`src/pkg/clm_pkg.sv`:
```
// package: constants and types for the closed-loop margin pwm block
package clm_pkg;
    // ---------------------------------------------------------------
    // clock and timing
    // ---------------------------------------------------------------
    localparam int unsigned CLK_HZ = 20000000;
    localparam int unsigned PWM_RATE_HZ = 62500;
    localparam int unsigned PWM_PERIOD_CYC = CLK_HZ / PWM_RATE_HZ;
    localparam int unsigned DUTY_STEPS = 64;
    localparam int unsigned AVG_WINDOW_MS = 40;
    localparam int unsigned AVG_SAMPLES = 8;
    localparam int unsigned SAMPLE_MS = AVG_WINDOW_MS / AVG_SAMPLES;
    localparam int unsigned SAMPLE_CYC = CLK_HZ / 1000 * SAMPLE_MS;
    localparam int unsigned TOL_PCT = 1;

    // ---------------------------------------------------------------
    // register map and fields
    // ---------------------------------------------------------------
    localparam logic [7:0] MARGIN_SETUP_WORD_OFS = 8'he0;
    localparam logic [7:0] STATUS_BYTE_OFS = 8'h78;
    localparam logic [7:0] STATUS_WORD_OFS = 8'h79;
    localparam logic [7:0] STATUS_MFR_OFS = 8'h80;
    localparam int unsigned SLOPE_BIT = 15;
    localparam int unsigned SEED_MSB = 5;
    localparam logic [15:0] SETUP_MASK = 16'h803f;
    localparam logic [15:0] SETUP_RESET = 16'h0000;
    localparam int unsigned NOTA_BIT = 0;
    localparam int unsigned MFR_WORD_BIT = 12;
    localparam int unsigned MARGIN_FAULT_BIT = 0;

    // operation command margin selections (bits 5:4 of the command byte)
    localparam logic [1:0] OP_MARGIN_LOW = 2'h1;
    localparam logic [1:0] OP_MARGIN_HIGH = 2'h2;

    typedef enum logic [1:0] {
        CLM_IDLE = 2'b00,
        CLM_SEED = 2'b01,
        CLM_TRACK = 2'b10
    } clm_state_t;

    // register write request
    typedef struct packed {
        logic wr;
        logic [7:0] addr;
        logic [15:0] data;
    } clm_wreq_t;

    // status flags carried to the outside
    typedef struct packed {
        logic [7:0] status_byte;
        logic [15:0] status_word;
        logic [7:0] status_mfr;
    } clm_status_t;
endpackage : clm_pkg

```
`src/logic/clm_avg.sv`:
```
// eight-sample averager for the measured output voltage
`timescale 1ns/100ps
`default_nettype none
module clm_avg #(
    parameter int unsigned W = 12,
    parameter int unsigned SAMPLE_CYC = clm_pkg::SAMPLE_CYC
) (
    input wire logic clk,
    input wire logic rst,
    input wire logic run,
    input wire logic [W-1:0] sample,
    output logic [W-1:0] avg,
    output logic done
);
    localparam int unsigned CW = $clog2(SAMPLE_CYC);
    logic [CW-1:0] tick;
    logic [2:0] cnt;
    logic [W+2:0] acc;

    // sample pacing: eight samples spread over the window
    always_ff @(posedge clk or posedge rst) begin
        if (rst) begin
            tick <= '0;
        end else if (!run || tick == CW'(SAMPLE_CYC - 1)) begin
            tick <= '0;
        end else begin
            tick <= tick + 1'b1;
        end
    end

    // accumulate, then publish the mean with a one-cycle done
    always_ff @(posedge clk or posedge rst) begin
        if (rst) begin
            cnt <= '0;
            acc <= '0;
            avg <= '0;
            done <= 1'b0;
        end else begin
            done <= 1'b0;
            if (!run) begin
                cnt <= '0;
                acc <= '0;
            end else if (tick == CW'(SAMPLE_CYC - 1)) begin
                cnt <= cnt + 1'b1;
                if (cnt == 3'h7) begin
                    avg <= W'((acc + (W+3)'(sample)) >> 3);
                    acc <= '0;
                    done <= 1'b1;
                end else begin
                    acc <= acc + (W+3)'(sample);
                end
            end
        end
    end
endmodule : clm_avg
`default_nettype wire

```
`src/logic/clm_margin_pwm.sv`:
```
// closed-loop margin pwm controller for one supply channel
// ---------------------------------------------------------------
// Overview of operation
// - the pwm output repeats at 62.5 kHz.
// - duty is a 6-bit value and each adjustment is one lsb.
// - margining runs only while the operation command picks high or low.
// - margining waits until all enabled supplies are above power-good-on.
// - on start the pwm is enabled and loaded with the seed field.
// - eight samples are averaged over 40 ms; duty moves only after that.
// - if the average misses the target by more than 1% duty moves one step.
// - the slope bit picks which duty direction raises the voltage.
// - duty at 0% or 100% with target unmet is a margin fault; keep going.
// - a fault sets status byte nota, word nota and mfr, and margin fault.
// - a fault asserts alert only when alert is enabled in the mode config.
// - first average after seeding past the target is a margin fault.
// - bits 14:6 of the setup word always read zero.
// - bits 5:0 hold the seed used for both margin directions.
// - status flags latch; alert rises only on a newly set flag.
// ---------------------------------------------------------------
`timescale 1ns/100ps
`default_nettype none
module clm_margin_pwm #(
    parameter int unsigned VW = 12,
    parameter int unsigned SAMPLE_CYC = clm_pkg::SAMPLE_CYC
) (
    input wire logic clk,
    input wire logic rst,
    input wire clm_pkg::clm_wreq_t wreq,
    input wire logic [7:0] rd_addr,
    input wire logic clear_faults,
    input wire logic [7:0] operation,
    input wire logic all_power_good,
    input wire logic alert_enable,
    input wire logic [VW-1:0] vout_sample,
    input wire logic [VW-1:0] margin_high_target,
    input wire logic [VW-1:0] margin_low_target,
    output logic [15:0] rd_data,
    output clm_pkg::clm_status_t status,
    output logic pwm_out,
    output logic pwm_enable,
    output logic [5:0] duty,
    output logic alert_n
);
    localparam int unsigned PCW = $clog2(clm_pkg::PWM_PERIOD_CYC);
    localparam logic [PCW-1:0] PWM_LAST =
        PCW'(clm_pkg::PWM_PERIOD_CYC - 1);
    // duty 63 means 100%: the pulse covers a full period
    localparam logic [5:0] DUTY_MAX = 6'h3f;

    clm_pkg::clm_state_t state;
    clm_pkg::clm_state_t next_state;
    logic [15:0] setup;
    logic [PCW-1:0] pcnt;
    logic [PCW-1:0] hi_cyc;
    logic margin_req;
    logic run;
    logic [VW-1:0] avg;
    logic avg_done;
    logic [VW-1:0] target;
    logic [VW+6:0] tol;
    logic below;
    logic above;
    logic want_up;
    logic at_rail;
    logic fault_ev;
    logic fault_flag;

    // ---------------------------------------------------------------
    // register access
    // ---------------------------------------------------------------
    // setup word: only slope and seed are stored, the rest reads zero
    always_ff @(posedge clk or posedge rst) begin
        if (rst) begin
            setup <= clm_pkg::SETUP_RESET;
        end else if (wreq.wr && wreq.addr == clm_pkg::MARGIN_SETUP_WORD_OFS)
        begin
            setup <= wreq.data & clm_pkg::SETUP_MASK;
        end
    end

    // registered read port
    always_ff @(posedge clk or posedge rst) begin
        if (rst) begin
            rd_data <= '0;
        end else begin
            unique case (rd_addr)
                clm_pkg::MARGIN_SETUP_WORD_OFS: rd_data <= setup;
                clm_pkg::STATUS_BYTE_OFS:
                    rd_data <= {8'h00, status.status_byte};
                clm_pkg::STATUS_WORD_OFS: rd_data <= status.status_word;
                clm_pkg::STATUS_MFR_OFS:
                    rd_data <= {8'h00, status.status_mfr};
                default: rd_data <= '0;
            endcase
        end
    end

    // ---------------------------------------------------------------
    // control sequence
    // ---------------------------------------------------------------
    assign margin_req = operation[5:4] == clm_pkg::OP_MARGIN_LOW ||
                        operation[5:4] == clm_pkg::OP_MARGIN_HIGH;
    assign run = state != clm_pkg::CLM_IDLE;

    always_comb begin
        next_state = state;
        unique case (state)
            clm_pkg::CLM_IDLE:
                if (margin_req && all_power_good) begin
                    next_state = clm_pkg::CLM_SEED;
                end
            clm_pkg::CLM_SEED:
                if (!margin_req) begin
                    next_state = clm_pkg::CLM_IDLE;
                end else if (avg_done) begin
                    next_state = clm_pkg::CLM_TRACK;
                end
            clm_pkg::CLM_TRACK:
                if (!margin_req) begin
                    next_state = clm_pkg::CLM_IDLE;
                end
            default: next_state = clm_pkg::CLM_IDLE;
        endcase
    end

    // state register
    always_ff @(posedge clk or posedge rst) begin
        if (rst) begin
            state <= clm_pkg::CLM_IDLE;
        end else begin
            state <= next_state;
        end
    end

    // ---------------------------------------------------------------
    // averaging and comparison
    // ---------------------------------------------------------------
    clm_avg #(
        .W(VW),
        .SAMPLE_CYC(SAMPLE_CYC)
    ) u_avg (
        .clk(clk),
        .rst(rst),
        .run(run),
        .sample(vout_sample),
        .avg(avg),
        .done(avg_done)
    );

    // tolerance of 1% done as 100*|diff| > target, no divider needed
    assign target = (operation[5:4] == clm_pkg::OP_MARGIN_HIGH) ?
                    margin_high_target : margin_low_target;
    assign tol = (VW+7)'(target) * (VW+7)'(clm_pkg::TOL_PCT);
    assign below = (VW+7)'(target - avg) * (VW+7)'(100) > tol &&
                   avg < target;
    assign above = (VW+7)'(avg - target) * (VW+7)'(100) > tol &&
                   avg > target;
    // raise duty when it moves voltage the way we need
    assign want_up = setup[clm_pkg::SLOPE_BIT] ? below : above;
    assign at_rail = want_up ? (duty == DUTY_MAX) : (duty == 6'h00);

    // duty register: seed on start, one step per window
    always_ff @(posedge clk or posedge rst) begin
        if (rst) begin
            duty <= '0;
            pwm_enable <= 1'b0;
        end else if (state == clm_pkg::CLM_IDLE) begin
            pwm_enable <= 1'b0;
            if (next_state == clm_pkg::CLM_SEED) begin
                duty <= setup[clm_pkg::SEED_MSB:0];
                pwm_enable <= 1'b1;
            end
        end else if (!margin_req) begin
            pwm_enable <= 1'b0;
        end else if (avg_done && (below || above) && !at_rail) begin
            duty <= want_up ? duty + 1'b1 : duty - 1'b1;
        end
    end

    // fault: rail hit with target unmet, or seed overshoot
    assign fault_ev = margin_req && avg_done && (below || above) &&
        (at_rail || (state == clm_pkg::CLM_SEED &&
         (operation[5:4] == clm_pkg::OP_MARGIN_LOW ? below : above)));

    // ---------------------------------------------------------------
    // pwm generator
    // ---------------------------------------------------------------
    assign hi_cyc = PCW'((32'(duty) * clm_pkg::PWM_PERIOD_CYC) /
                         32'(DUTY_MAX));

    // period counter at 62.5 kHz
    always_ff @(posedge clk or posedge rst) begin
        if (rst) begin
            pcnt <= '0;
        end else if (!pwm_enable || pcnt == PWM_LAST) begin
            pcnt <= '0;
        end else begin
            pcnt <= pcnt + 1'b1;
        end
    end

    // pulse output, low whenever disabled
    always_ff @(posedge clk or posedge rst) begin
        if (rst) begin
            pwm_out <= 1'b0;
        end else begin
            pwm_out <= pwm_enable && (pcnt < hi_cyc ||
                       duty == DUTY_MAX);
        end
    end

    // ---------------------------------------------------------------
    // status and alert
    // ---------------------------------------------------------------
    // sticky flags; a new fault wins over a clear in the same cycle
    always_ff @(posedge clk or posedge rst) begin
        if (rst) begin
            fault_flag <= 1'b0;
        end else if (fault_ev) begin
            fault_flag <= 1'b1;
        end else if (clear_faults) begin
            fault_flag <= 1'b0;
        end
    end

    always_comb begin
        status = '0;
        status.status_byte[clm_pkg::NOTA_BIT] = fault_flag;
        status.status_word[clm_pkg::NOTA_BIT] = fault_flag;
        status.status_word[clm_pkg::MFR_WORD_BIT] = fault_flag;
        status.status_mfr[clm_pkg::MARGIN_FAULT_BIT] = fault_flag;
    end

    // alert only on a newly set flag, held until flags are cleared; a
    // fault that meets a clear sets the flag again, so it counts as new
    always_ff @(posedge clk or posedge rst) begin
        if (rst) begin
            alert_n <= 1'b1;
        end else if (fault_ev && alert_enable &&
                     (!fault_flag || clear_faults)) begin
            alert_n <= 1'b0;
        end else if (clear_faults) begin
            alert_n <= 1'b1;
        end
    end

    // ---------------------------------------------------------------
    // assertions
    // ---------------------------------------------------------------
    property p_off_when_idle;
        @(posedge clk) disable iff (rst)
        !margin_req |=> !pwm_enable;
    endproperty
    a_off_when_idle: assert property (p_off_when_idle)
        else $error("pwm left enabled outside margin");

    property p_seed_load;
        @(posedge clk) disable iff (rst)
        (state == clm_pkg::CLM_IDLE && next_state == clm_pkg::CLM_SEED)
        |=> (duty == $past(setup[5:0]) && pwm_enable);
    endproperty
    a_seed_load: assert property (p_seed_load)
        else $error("seed not loaded on start");

    property p_no_start_wo_pg;
        @(posedge clk) disable iff (rst)
        (state == clm_pkg::CLM_IDLE && !all_power_good) |=>
        state == clm_pkg::CLM_IDLE;
    endproperty
    a_no_start_wo_pg: assert property (p_no_start_wo_pg)
        else $error("margin started before power good");

    property p_duty_only_after_avg;
        @(posedge clk) disable iff (rst)
        (run && margin_req && !avg_done) |=> $stable(duty);
    endproperty
    a_duty_only_after_avg: assert property (p_duty_only_after_avg)
        else $error("duty changed outside a window end");

    property p_one_step;
        @(posedge clk) disable iff (rst)
        (run && margin_req && avg_done && (below || above) && !at_rail)
        |=> (duty == $past(duty) + 6'h01 || duty == $past(duty) - 6'h01);
    endproperty
    a_one_step: assert property (p_one_step)
        else $error("duty did not move one step");

    property p_pwm_low_off;
        @(posedge clk) disable iff (rst)
        !pwm_enable |=> !pwm_out;
    endproperty
    a_pwm_low_off: assert property (p_pwm_low_off)
        else $error("pwm pulses while disabled");

    property p_fault_latch;
        @(posedge clk) disable iff (rst)
        fault_ev |=> (status.status_mfr[0] && status.status_word[12]
                      && status.status_byte[0]);
    endproperty
    a_fault_latch: assert property (p_fault_latch)
        else $error("fault flags not set");

    property p_alert_gate;
        @(posedge clk) disable iff (rst)
        (fault_ev && !alert_enable && alert_n) |=> alert_n;
    endproperty
    a_alert_gate: assert property (p_alert_gate)
        else $error("alert raised while disabled");

    property p_setup_zero;
        @(posedge clk) disable iff (rst)
        setup[14:6] == 9'h000;
    endproperty
    a_setup_zero: assert property (p_setup_zero)
        else $error("setup reserved bits nonzero");

    property p_period;
        @(posedge clk) disable iff (rst)
        (pwm_enable && pcnt == PWM_LAST) |=> (pcnt == '0);
    endproperty
    a_period: assert property (p_period)
        else $error("pwm period wrong");
endmodule : clm_margin_pwm
`default_nettype wire

```
`config.mk`:
```
export PLATFORM = sky130hd
export DESIGN_NAME = clm_margin_pwm
export DESIGN_NICKNAME = d
export VERILOG_FILES = /design/src/pkg/clm_pkg.sv /design/src/logic/clm_avg.sv /design/src/logic/clm_margin_pwm.sv
export SDC_FILE = /design/constraint.sdc
export NUM_CORES = 1
export LEC_CHECK = 0
export BUFFER_PORTS_ARGS = -buffer_cell sky130_fd_sc_hd__buf_4
export CORE_MARGIN = 2
export CORE_UTILIZATION = 54
export CTS_CLUSTER_SIZE = 24
export DETAILED_ROUTE_END_ITERATION = 8
export GPL_TIMING_DRIVEN = 0
export PLACE_DENSITY = 0.78
export SETUP_SLACK_MARGIN = 0.15
export SLEW_MARGIN = 20
export SYNTH_ARGS = -nofsm -noshare
export SYNTH_HDL_FRONTEND = slang
export SYNTH_SLANG_ARGS = --single-unit
export TNS_END_PERCENT = 50
```
`constraint.sdc`:
```
create_clock -name clk -period 7.8 [get_ports clk]
set_input_delay 1.95 -clock clk [delete_from_list [all_inputs] [get_ports clk]]
set_output_delay 1.95 -clock clk [all_outputs]
set_load 0.005 [all_outputs]
```
==> results.json, run 1 <==
{
  "detailedRoute.firstIterationViolations": 607,
  "layout.core_utilization_pct": 71.25,
  "cts-root-buf": "sky130_fd_sc_hd__clkbuf_16",
  "core_area_sq_um": 18830,
  "max_freq_ghz": 0.1110,
  "grt_setup_unrepaired": "yes",
  "slowest_stage": "sky130_fd_sc_hd__or4_4",
  "number_of_routed_nets_with_antenna_violations": 0,
  "port_buffers": 87,
  "post_route_cells_drive_above_1_share_pct": 26.95,
  "post_route_clock_skew_ns": 0.01080,
  "failing_checks": "setup timing",
  "design.portCount": 139,
  "synth_seq_area_share_pct": 20.15,
  "die-height_um": 143.0,
  "async_reset_ff_share_pct": 100.0,
  "yosys_register_bits": 84,
  "switching_share_pct": 49.25,
  "grt_start_max_net_pins": 55,
  "total_vias_in_the_final_route": 9840,
  "final_worst_setup_slack_ns": -1.208,
  "yosys_warnings": 0,
  "synth.distinct_cells": 79,
  "clock_latency_ns": 0.36,
  "yosys.area.top_type": "sky130_fd_sc_hd__dfrtp_1",
  "critical_path.most_common_cell": "sky130_fd_sc_hd__buf_6",
  "grt_pass1_vias": 9641,
  "cp-start-kind": "input port",
  "period_utilization_post_route_pct": 115.5,
  "worst_ep_arrival_time_ns": 9.28,
  "grt_overflow_total": 0,
  "status": "complete, but fails checks",
  "grt_antenna_before_repair": 0,
  "dpl_cell_area_sq_um": 11840,
  "cts.htree.levels": 3,
  "class_of_the_most_critical_hold_timing_path": "flop to flop",
  "num-nets-final": 1700,
  "die_area_sq_um": 20450,
  "synth_area_per_cell_sq_um": 8.444,
  "initial_core_util_pct": 55.42,
  "edff_count_synth": 0,
  "global_route.usage.total_pct": 26.80,
  "worst_slew_pin_slew_ns": 0.8006,
  "cts-hold-fix-buffers": 0,
  "timing.final.hold_violations": 0,
  "cts_max_path_buffers": 2,
  "routability_congestion": 0.9306,
  "p_seq_share_pct": 9.8,
  "syn-cell-area_sq_um": 10440,
  "internal-power_w": 0.002550,
  "path_clk_slew_ns": 0.07,
  "finalMaxSlewViolations": 0,
  "timing.critical_path.required_ns": 8.07,
  "remaining_drc_errors": 0,
  "cts.sinks": 84,
  "peakVddDrop_v": 0.0002500,
  "finalPower_w": 0.005025,
  "dpl.hpwl_um": 19610,
  "cellPowerDensity_nw_per_um2": 374.5,
  "num_antenna_cells": 0,
  "clkPwrFrac_pct": 9.8,
  "number_of_buffers_added_by_the_clock_tree_synthesis_step": 9,
  "drt-vias-per-instance": 5.802,
  "setup_viol": 9,
  "power.switching_w": 0.002475,
  "setup.worst_path.class": "input port to flop",
  "slew-limit-headroom_pct": 45.10,
  "max_stage_delay_ns": 0.56,
  "synth.top_cells.by_area": "sky130_fd_sc_hd__dfrtp_1, sky130_fd_sc_hd__ha_1, sky130_fd_sc_hd__inv_1, sky130_fd_sc_hd__fa_1, sky130_fd_sc_hd__xnor2_1",
  "number_of_instances_in_the_synthesized_netlist": 1236,
  "most_used_flip_flop_cell_after_synthesis": "sky130_fd_sc_hd__dfrtp_1",
  "timing.critical_path.to_type": "flop",
  "max_cap_check_violation_count": 0,
  "final_design_area_no_fill_sq_um": 13420,
  "power.combinational.fraction_pct": 80.4,
  "grt_pass1_wl_um": 44640,
  "tritoncts": "built",
  "crit_path_max_fanout": 5,
  "fp-row-count": 50,
  "drt-wirelength-per-cell_um": 17.79,
  "dp_worst_setup_slack_ns": -1.821,
  "numPlacedInstances": 1619,
  "dr.pass1.iters": 5,
  "die_width_um": 143.0,
  "post-route-min-period_ns": 9.008,
  "stdcell_count": 1696,
  "routed_wirelength_um": 30180,
  "static-leakage-power_nw": 6.665,
  "area_growth_syn_to_layout_pct": 28.56,
  "synth_top_cell_area_share_pct": 19.90
}
## cells in the mapped netlist (4+ instances only)
library cell,n
sky130_fd_sc_hd__a211o_1,5
sky130_fd_sc_hd__a211oi_1,9
sky130_fd_sc_hd__a21boi_0,8
sky130_fd_sc_hd__a21o_1,28
sky130_fd_sc_hd__a21oi_1,68
sky130_fd_sc_hd__a22o_1,15
sky130_fd_sc_hd__a31o_2,4
sky130_fd_sc_hd__a31oi_1,8
sky130_fd_sc_hd__and2_1,9
sky130_fd_sc_hd__and3_1,12
sky130_fd_sc_hd__buf_4,41
sky130_fd_sc_hd__clkbuf_1,29
sky130_fd_sc_hd__dfrtp_1,83
sky130_fd_sc_hd__fa_1,29
sky130_fd_sc_hd__ha_1,158
sky130_fd_sc_hd__inv_1,171
sky130_fd_sc_hd__mux2_2,15
sky130_fd_sc_hd__mux2i_1,24
sky130_fd_sc_hd__nand2_1,63
sky130_fd_sc_hd__nand2b_1,17
sky130_fd_sc_hd__nand3_1,41
sky130_fd_sc_hd__nand4_1,21
sky130_fd_sc_hd__nor2_1,83
sky130_fd_sc_hd__nor2b_1,14
sky130_fd_sc_hd__nor3_1,21
sky130_fd_sc_hd__nor4_1,5
sky130_fd_sc_hd__o211a_1,4
sky130_fd_sc_hd__o211ai_1,12
sky130_fd_sc_hd__o21a_1,5
sky130_fd_sc_hd__o21ai_0,45
sky130_fd_sc_hd__o21bai_1,17
sky130_fd_sc_hd__o221ai_1,4
sky130_fd_sc_hd__o31ai_1,4
sky130_fd_sc_hd__o41ai_1,4
sky130_fd_sc_hd__or3_1,9
sky130_fd_sc_hd__or4_1,5
sky130_fd_sc_hd__xnor2_1,57
sky130_fd_sc_hd__xor2_1,29
## layer usage
metal | global-route usage (%) | part of all wire [%] | routed length [um] | up-vias
met2 | 47.09 | 50 | 15020 | 422
met3 | 3.387 | 5.4 | 1637 | 122
met5 | 0 | 0 | 0 | -
met1 | 33.35 | 40 | 12100 | 4685
li1 | - | - | - | 4611
met4 | 10.68 | 4.7 | 1418 | 0
## registers in the layout (all words and copies together) (netlist names)
register,count
state,2
pwm_out,1
duty,6
rd_data,8
u_avg.tick,17
u_avg.cnt,3
u_avg.avg,12
u_avg.acc,15
pcnt,9
pwm_enable,1
fault_flag,1
u_avg.done,1
alert_n,1
setup,7
## repair_timing
action	CTS	global route
setup endpoints to repair	9	9
buffers inserted	46	15
gates resized for setup	104	66
pin swaps	63	37
## power by group through the flow
| stage | clock network (W) | logic, W | registers (W) |
|---|---|---|---|
| floorplan | 0 | 0.00266 | 0.000487 |
| global placement | 0 | 0.00320 | 0.000499 |
| detailed placement | 0 | 0.00329 | 0.000500 |
| CTS | 0.000491 | 0.00368 | 0.000492 |
| global route | 0.000512 | 0.00441 | 0.000495 |
| finish | 0.000493 | 0.00404 | 0.000493 |
## stage by stage
step,hold slack [ns],setup TNS [ns]
4_1_cts,0.5151,-3.914
6_report,0.5113,-6.944
2_1_floorplan,0.4650,-2.797
3_5_place_dp,0.4993,-11.46
5_1_grt,0.5366,-9.591
3_3_place_gp,0.4931,-10.20
## area by class of cell
class	instances	area, sq um
Clock buffer	9	225.2
Clock inverter	7	113.9
Inverter	173	669.4
Timing Repair Buffer	149	1194
Fill cell	1320	5414
Sequential cell	84	2106
Tap cell	260	325.3
Multi-Input combinational cell	941	8287
Buffer	73	496.7
## worst max-delay path, delay by kind of cell
kind,cells,cell delay (ns)
XOR/XNOR,1,0.14
AND/OR/NAND/NOR,7,1.25
buffers and inverters,21,2.02
adder cells (fa/ha/maj),7,2.20
multiplexers,1,0.23
AO/OA/AOI/OAI,10,1.48
## final timing paths
path / to / start / cells past startpoint / slack (ns)
hold / removal: pcnt[0]$_DFF_PP0_ / pcnt[0]$_DFF_PP0_ / 1 / 0.51
max in group asynchronous: duty[1]$_DFFE_PP0P_ / rst / 3 / 5.59
setup / recovery: duty[5]$_DFFE_PP0P_ / operation[4] / 47 / -1.21
hold reg to reg: pcnt[0]$_DFF_PP0_ / pcnt[0]$_DFF_PP0_ / 1 / 0.51
setup reg to reg: pwm_out$_DFF_PP0_ / duty[1]$_DFFE_PP0P_ / 44 / -0.50
min in group asynchronous: u_avg.acc[2]$_DFFE_PP0N_ / rst / 2 / 1.60
## cells by family (layout without fill, tap and decap cells)
logic type	count (synthesis)	count (layout)	synth area share, %
flops	84	84	20.15
compound gates	270	270	17.68
fa+ha+maj	188	188	24.61
xor+xnor	89	89	7.865
mux	39	39	3.920
other cells	2	37	0.07196
buf+inv	246	411	10.35
simple gates	318	318	15.35
## layout by cell type, fill, tap and decap left out, types with 15 or more instances in the layout
| master | instances |
|---|---|
| sky130_fd_sc_hd__xor2_1 | 25 |
| sky130_fd_sc_hd__xnor2_1 | 45 |
| sky130_fd_sc_hd__clkbuf_1 | 21 |
| sky130_fd_sc_hd__a21oi_1 | 48 |
| sky130_fd_sc_hd__buf_4 | 180 |
| sky130_fd_sc_hd__fa_1 | 26 |
| sky130_fd_sc_hd__dfrtp_1 | 81 |
| sky130_fd_sc_hd__nor2_1 | 74 |
| sky130_fd_sc_hd__inv_1 | 156 |
| sky130_fd_sc_hd__o21ai_0 | 34 |
| sky130_fd_sc_hd__ha_1 | 135 |
| sky130_fd_sc_hd__a22o_1 | 15 |
| sky130_fd_sc_hd__a21oi_2 | 18 |
| sky130_fd_sc_hd__nor3_1 | 20 |
| sky130_fd_sc_hd__nand4_1 | 21 |
| sky130_fd_sc_hd__ha_4 | 20 |
| sky130_fd_sc_hd__conb_1 | 37 |
| sky130_fd_sc_hd__nand2_1 | 60 |
| sky130_fd_sc_hd__a21o_1 | 28 |
| sky130_fd_sc_hd__nand3_1 | 39 |
| sky130_fd_sc_hd__nand2b_1 | 17 |
No activity file was read; power rests on OpenSTA's default activity.
==> inputs of run 2 (changes only) <==
- CORE_UTILIZATION: 54 -> 55
- CTS_BUF_LIST: not set -> sky130_fd_sc_hd__clkbuf_8
- PLACE_DENSITY: 0.78 -> 0.8
==> results.json, run 2 (synthesis gave the netlist of run 1 again) <==
{
  "status": "complete, but fails checks",
  "failing_checks": "setup timing",
  "finalPower_w": 0.004628,
  "max_stage_delay_ns": 0.58,
  "grt_pass1_wl_um": 42870,
  "registers.top_by_ff_count": "u_avg.tick",
  "area_growth_syn_to_layout_pct": 25.57,
  "grt_setup_unrepaired": "yes",
  "slowest_stage": "sky130_fd_sc_hd__or4_4",
  "cp-start-kind": "input port",
  "die-height_um": 141.8,
  "number_of_buffers_added_by_the_clock_tree_synthesis_step": 9,
  "detailedRoute.firstIterationViolations": 612,
  "setup_viol": 9,
  "worst_hold_path.num_cells": 1,
  "power.switching_w": 0.002337,
  "core_area_sq_um": 18640,
  "grt_overflow_total": 0,
  "number_of_routed_nets_with_antenna_violations": 0,
  "drt-wirelength-per-cell_um": 16.01,
  "die_width_um": 141.8,
  "final_worst_setup_slack_ns": -0.8677,
  "finalMaxSlewViolations": 0,
  "max_freq_ghz": 0.1154,
  "post_route_clock_skew_ns": 0.01475,
  "dpl.hpwl_um": 19350,
  "cts-root-buf": "sky130_fd_sc_hd__clkbuf_8",
  "tritoncts": "built",
  "clkPwrFrac_pct": 6.7,
  "drt-vias-per-instance": 5.683,
  "timing.critical_path.required_ns": 8.07,
  "dr.pass1.iters": 5,
  "post-route-min-period_ns": 8.668,
  "power.combinational.fraction_pct": 82.8,
  "period_utilization_post_route_pct": 111.1,
  "layout_common_cells": "sky130_fd_sc_hd__buf_4, sky130_fd_sc_hd__inv_1, sky130_fd_sc_hd__ha_1",
  "setup.worst_path.class": "input port to flop",
  "switching_share_pct": 50.50,
  "worst_ep_arrival_time_ns": 8.94,
  "fp-row-count": 50,
  "post_route_cells_drive_above_1_share_pct": 26.23,
  "largest_reg_flops": 17,
  "num-nets-final": 1690,
  "grt_start_max_net_pins": 48,
  "number_of_cell_instances_on_the_worst_register_to_register_path": 44,
  "port_buffers": 87,
  "largest_registers": "u_avg.tick (17), u_avg.acc (15), u_avg.avg (12)",
  "final_common_cell": "sky130_fd_sc_hd__buf_4",
  "grt_antenna_before_repair": 0,
  "cellPowerDensity_nw_per_um2": 353.2,
  "timing.final.hold_violations": 0,
  "die_area_sq_um": 20090,
  "peakVddDrop_v": 0.0002302,
  "initial_core_util_pct": 55.98,
  "cts_max_path_buffers": 2,
  "global_route.usage.total_pct": 25.94,
  "crit_path_max_fanout": 5,
  "total_vias_in_the_final_route": 9434,
  "clock_latency_ns": 0.38,
  "critical_path.most_common_cell": "sky130_fd_sc_hd__ha_4",
  "timing.setup.tns_ns": -4.611,
  "p_seq_share_pct": 10.5,
  "grt_pass1_vias": 9110,
  "class_of_the_most_critical_hold_timing_path": "flop to flop",
  "nFillCells": 1341,
  "worst_slew_pin_slew_ns": 0.8251,
  "num_antenna_cells": 0,
  "internal-power_w": 0.002291,
  "remaining_drc_errors": 0,
  "routability_congestion": 0.8658,
  "path_clk_slew_ns": 0.09,
  "max_cap_check_violation_count": 0,
  "cts.htree.levels": 3,
  "static-leakage-power_nw": 6.543,
  "cts.sinks": 84,
  "routed_wirelength_um": 26570,
  "design.portCount": 139,
  "timing.critical_path.to_type": "flop",
  "slew-limit-headroom_pct": 44.49
}
## run 2: cell count changes in the layout (fill, tap and decap cells not counted), sizes merged
cell      change
bufinv        -2
clkbuf        +1
buf          -10
clkinvlp      +1
## run 2: critical path, delay by kind of cell
| kind | cells | cell delay, ns |
|---|---|---|
| AO/OA/AOI/OAI | 11 | 1.48 |
| XOR/XNOR | 2 | 0.24 |
| adder cells (fa/ha/maj) | 8 | 2.27 |
| buffers and inverters | 12 | 1.18 |
| multiplexers | 2 | 0.53 |
| AND/OR/NAND/NOR | 7 | 1.26 |
## run 2: per-layer routing
| layer | up-vias | share of wire [%] | GRT usage [%] |
|---|---|---|---|
| met2 | 319 | 49 | 44.79 |
| met4 | 0 | 3.2 | 8.105 |
| met1 | 4445 | 43 | 33.23 |
| li1 | 4587 | - | - |
| met3 | 83 | 5.0 | 4.489 |
| met5 | - | 0 | 0 |
## run 2: worst paths after layout
| check | startpoint | endpoint | slack [ns] |
|---|---|---|---|
| max | operation[4] | duty[3]$_DFFE_PP0P_ | -0.87 |
| min | setup[3]$_DFFE_PP0P_ | rd_data[3]$_DFF_PP0_ | 0.52 |
| max reg2reg | duty[0]$_DFFE_PP0P_ | pwm_out$_DFF_PP0_ | -0.41 |
| min reg2reg | setup[3]$_DFFE_PP0P_ | rd_data[3]$_DFF_PP0_ | 0.52 |
| max in group asynchronous | rst | duty[3]$_DFFE_PP0P_ | 5.53 |
| min in group asynchronous | rst | u_avg.tick[8]$_DFF_PP0_ | 1.65 |
## run 2: final cells by class
| type | count | area [sq um] | area share, % |
|---|---|---|---|
| buffer | 73 | 501.7 | 3.829 |
| clock buffer | 10 | 137.6 | 1.050 |
| clock inverter | 6 | 53.80 | 0.4105 |
| inverter | 173 | 666.9 | 5.089 |
| multi-input combinational | 941 | 8252 | 62.97 |
| sequential | 84 | 2105 | 16.06 |
| tap | 234 | 292.8 | 2.234 |
| timing repair buffer | 139 | 1096 | 8.364 |
## run 2: metrics by stage
| step | instance area, sq um | util (%) | hold slack, ns | worst slack (ns) | std cells |
|---|---|---|---|---|---|
| final | 13110 | 70.30 | 0.5155 | -0.8677 | 1660 |
| after detailed placement | 11800 | 63.32 | 0.4952 | -1.813 | 1593 |
| after global placement | 11780 | 63.19 | 0.4856 | -1.742 | 1592 |
| after floorplan | 10840 | - | 0.4650 | -0.6092 | 1271 |
| after global routing | 13110 | 70.30 | 0.5401 | -1.149 | 1660 |
| after CTS | 12710 | 68.15 | 0.5188 | -0.6404 | 1648 |
## run 2: power by group through the flow
| stage | combinational, W | clock (W) | sequential (W) |
|---|---|---|---|
| after floorplan | 0.00266 | 0 | 0.000487 |
| after global placement | 0.00320 | 0 | 0.000497 |
| after detailed placement | 0.00328 | 0 | 0.000497 |
| after CTS | 0.00357 | 0.000317 | 0.000483 |
| after global routing | 0.00423 | 0.000335 | 0.000490 |
| final | 0.00383 | 0.000310 | 0.000488 |
## run 2: repair_timing
action | CTS | global route
buffers inserted | 39 | 12
pin swaps | 40 | 39
endpoints found under the setup margin | 9 | 9
hold buffers | 0 | 0
gates resized for setup | 96 | 64
==> inputs of run 3 (changes only) <==
- BUFFER_PORTS_ARGS: -buffer_cell sky130_fd_sc_hd__buf_4 -> not set
- CORE_UTILIZATION: 55 -> 60
- DONT_BUFFER_PORTS: not set -> 1
- PLACE_DENSITY: 0.8 -> 0.79
==> results.json, run 3 (synthesis gave the netlist of run 1 again) <==
{
  "layout_common_cells": "sky130_fd_sc_hd__inv_1, sky130_fd_sc_hd__ha_1, sky130_fd_sc_hd__buf_4",
  "core_area_sq_um": 17180,
  "area_growth_syn_to_layout_pct": 20.50,
  "multi_input_comb_area_sq_um": 8323,
  "post-route-min-period_ns": 8.922,
  "max_stage_delay_ns": 0.57,
  "class_of_the_most_critical_hold_timing_path": "flop to flop",
  "num_antenna_cells": 0,
  "cts.htree.levels": 3,
  "fp-row-count": 48,
  "cts-root-buf": "sky130_fd_sc_hd__clkbuf_8",
  "setup_viol": 9,
  "period_utilization_post_route_pct": 114.4,
  "cts.sinks": 84,
  "cp-start-kind": "input port",
  "timing.final.hold_violations": 0,
  "post_route_cells_drive_above_1_share_pct": 22.36,
  "num-nets-final": 1610,
  "number_of_buffers_added_by_the_clock_tree_synthesis_step": 9,
  "layout.core_utilization_pct": 73.22,
  "final_design_area_no_fill_sq_um": 12580,
  "register_area_sq_um": 2106,
  "grt_overflow_total": 0,
  "grt_pass1_wl_um": 41230,
  "registers.top_by_ff_count": "u_avg.tick",
  "finalMaxSlewViolations": 0,
  "largest_registers": "u_avg.tick (17), u_avg.acc (15), u_avg.avg (12)",
  "drt-wirelength-per-cell_um": 18.10,
  "dpl.hpwl_um": 19020,
  "post_route_clock_skew_ns": 0.01234,
  "cellPowerDensity_nw_per_um2": 383.1,
  "global_route.usage.total_pct": 27.51,
  "status": "complete, but fails checks",
  "failing_checks": "setup timing",
  "remaining_drc_errors": 0,
  "grt_start_max_net_pins": 55,
  "design.portCount": 139,
  "slowest_stage": "sky130_fd_sc_hd__or4_4",
  "drt-vias-per-instance": 5.961,
  "slew-limit-headroom_pct": 25.57,
  "die_area_sq_um": 18460,
  "die-height_um": 135.9,
  "grt_pass1_vias": 8755,
  "peakVddDrop_v": 0.0006390,
  "largest_reg_flops": 17,
  "total_vias_in_the_final_route": 9364,
  "grt_setup_unrepaired": "yes",
  "routed_wirelength_um": 28440,
  "crit_path_max_fanout": 7,
  "critical_path.most_common_cell": "sky130_fd_sc_hd__ha_4",
  "grt_antenna_before_repair": 0,
  "port_buffers": 0,
  "die_width_um": 135.9,
  "timing.critical_path.to_type": "flop",
  "max_freq_ghz": 0.1121,
  "setup.worst_path.class": "input port to flop",
  "dpl_cell_area_sq_um": 11150,
  "worst_slew_pin_slew_ns": 1.102,
  "cts_max_path_buffers": 2,
  "path_clk_slew_ns": 0.09,
  "final_common_cell": "sky130_fd_sc_hd__inv_1",
  "detailedRoute.firstIterationViolations": 850,
  "clock_latency_ns": 0.38,
  "worst_ep_arrival_time_ns": 9.17,
  "max_cap_check_violation_count": 0,
  "nFillCells": 1168,
  "stdcell_count": 1571,
  "timing.critical_path.required_ns": 8.05,
  "tritoncts": "built",
  "final_worst_setup_slack_ns": -1.122,
  "static-leakage-power_nw": 6.175,
  "dr.pass1.iters": 5,
  "initial_core_util_pct": 60.76,
  "number_of_routed_nets_with_antenna_violations": 0,
  "numPlacedInstances": 1497,
  "routability_congestion": 0.9275
}
run 3: area by class of cell:
class / instances / area share (%)
Buffer: 73 / 3.970
Clock buffer: 10 / 1.094
Clock inverter: 6 / 0.5671
Inverter: 173 / 5.303
Multi-Input combinational cell: 941 / 66.18
Sequential cell: 84 / 16.74
Tap cell: 225 / 2.239
Timing Repair Buffer: 59 / 3.900
run 3: final timing paths:
kind,startpoint,end,depth (start not counted),slack [ns]
worst max-delay path,operation[4],duty[5]$_DFFE_PP0P_,39,-1.12
max in group asynchronous,rst,duty[1]$_DFFE_PP0P_,2,5.76
min in group asynchronous,rst,u_avg.done$_DFF_PP0_,1,1.43
worst min register to register,pcnt[0]$_DFF_PP0_,pcnt[0]$_DFF_PP0_,1,0.51
worst max register to register,duty[0]$_DFFE_PP0P_,pwm_out$_DFF_PP0_,41,-0.31
worst min-delay path,pcnt[0]$_DFF_PP0_,pcnt[0]$_DFF_PP0_,1,0.51
run 3: what timing repair did:
action	in CTS	in global routing
pin swaps	36	57
setup endpoints to repair	9	9
hold buffers	0	0
gates resized for setup	81	88
setup buffers	34	24
run 3: per-stage QoR:
stage / power (W) / TNS (ns) / worst slack (ns) / hold WS [ns]
2_1_floorplan: 0.003148 / -2.797 / -0.6092 / 0.4650
3_3_place_gp: 0.003658 / -9.018 / -1.761 / 0.4919
3_5_place_dp: 0.003764 / -10.14 / -1.833 / 0.4960
4_1_cts: 0.004364 / -2.882 / -0.6349 / 0.5147
5_1_grt: 0.005195 / -7.211 / -1.219 / 0.5420
6_report: 0.004818 / -5.885 / -1.122 / 0.5119
run 3: critical path: cells and delay by family:
kind | cells | cell delay, ns
AOI/OAI and AO/OA | 14 | 2.27
adders and majority gates | 7 | 2.10
and+or+nand+nor | 6 | 1.36
buffers and inverters | 8 | 0.84
xor gates and xnor gates | 3 | 0.43
muxes | 1 | 0.22
run 3: per-layer routing:
layer | wire [um] | part of all wire [%] | global-route usage (%)
met5 | 0 | 0 | 0
met4 | 1126 | 4.0 | 9.780
met3 | 1843 | 6.5 | 3.915
met2 | 13890 | 49 | 47.36
met1 | 11580 | 41 | 35.39
run 3: report_power, final:
| part | switching (W) | total [W] | internal (W) |
|---|---|---|---|
| clock network | 0.000182 | 0.000343 | 0.000161 |
| logic | 0.00221 | 0.00398 | 0.00176 |
| registers | 0.0000436 | 0.000499 | 0.000455 |
| total | 0.00244 | 0.00482 | 0.00238 |
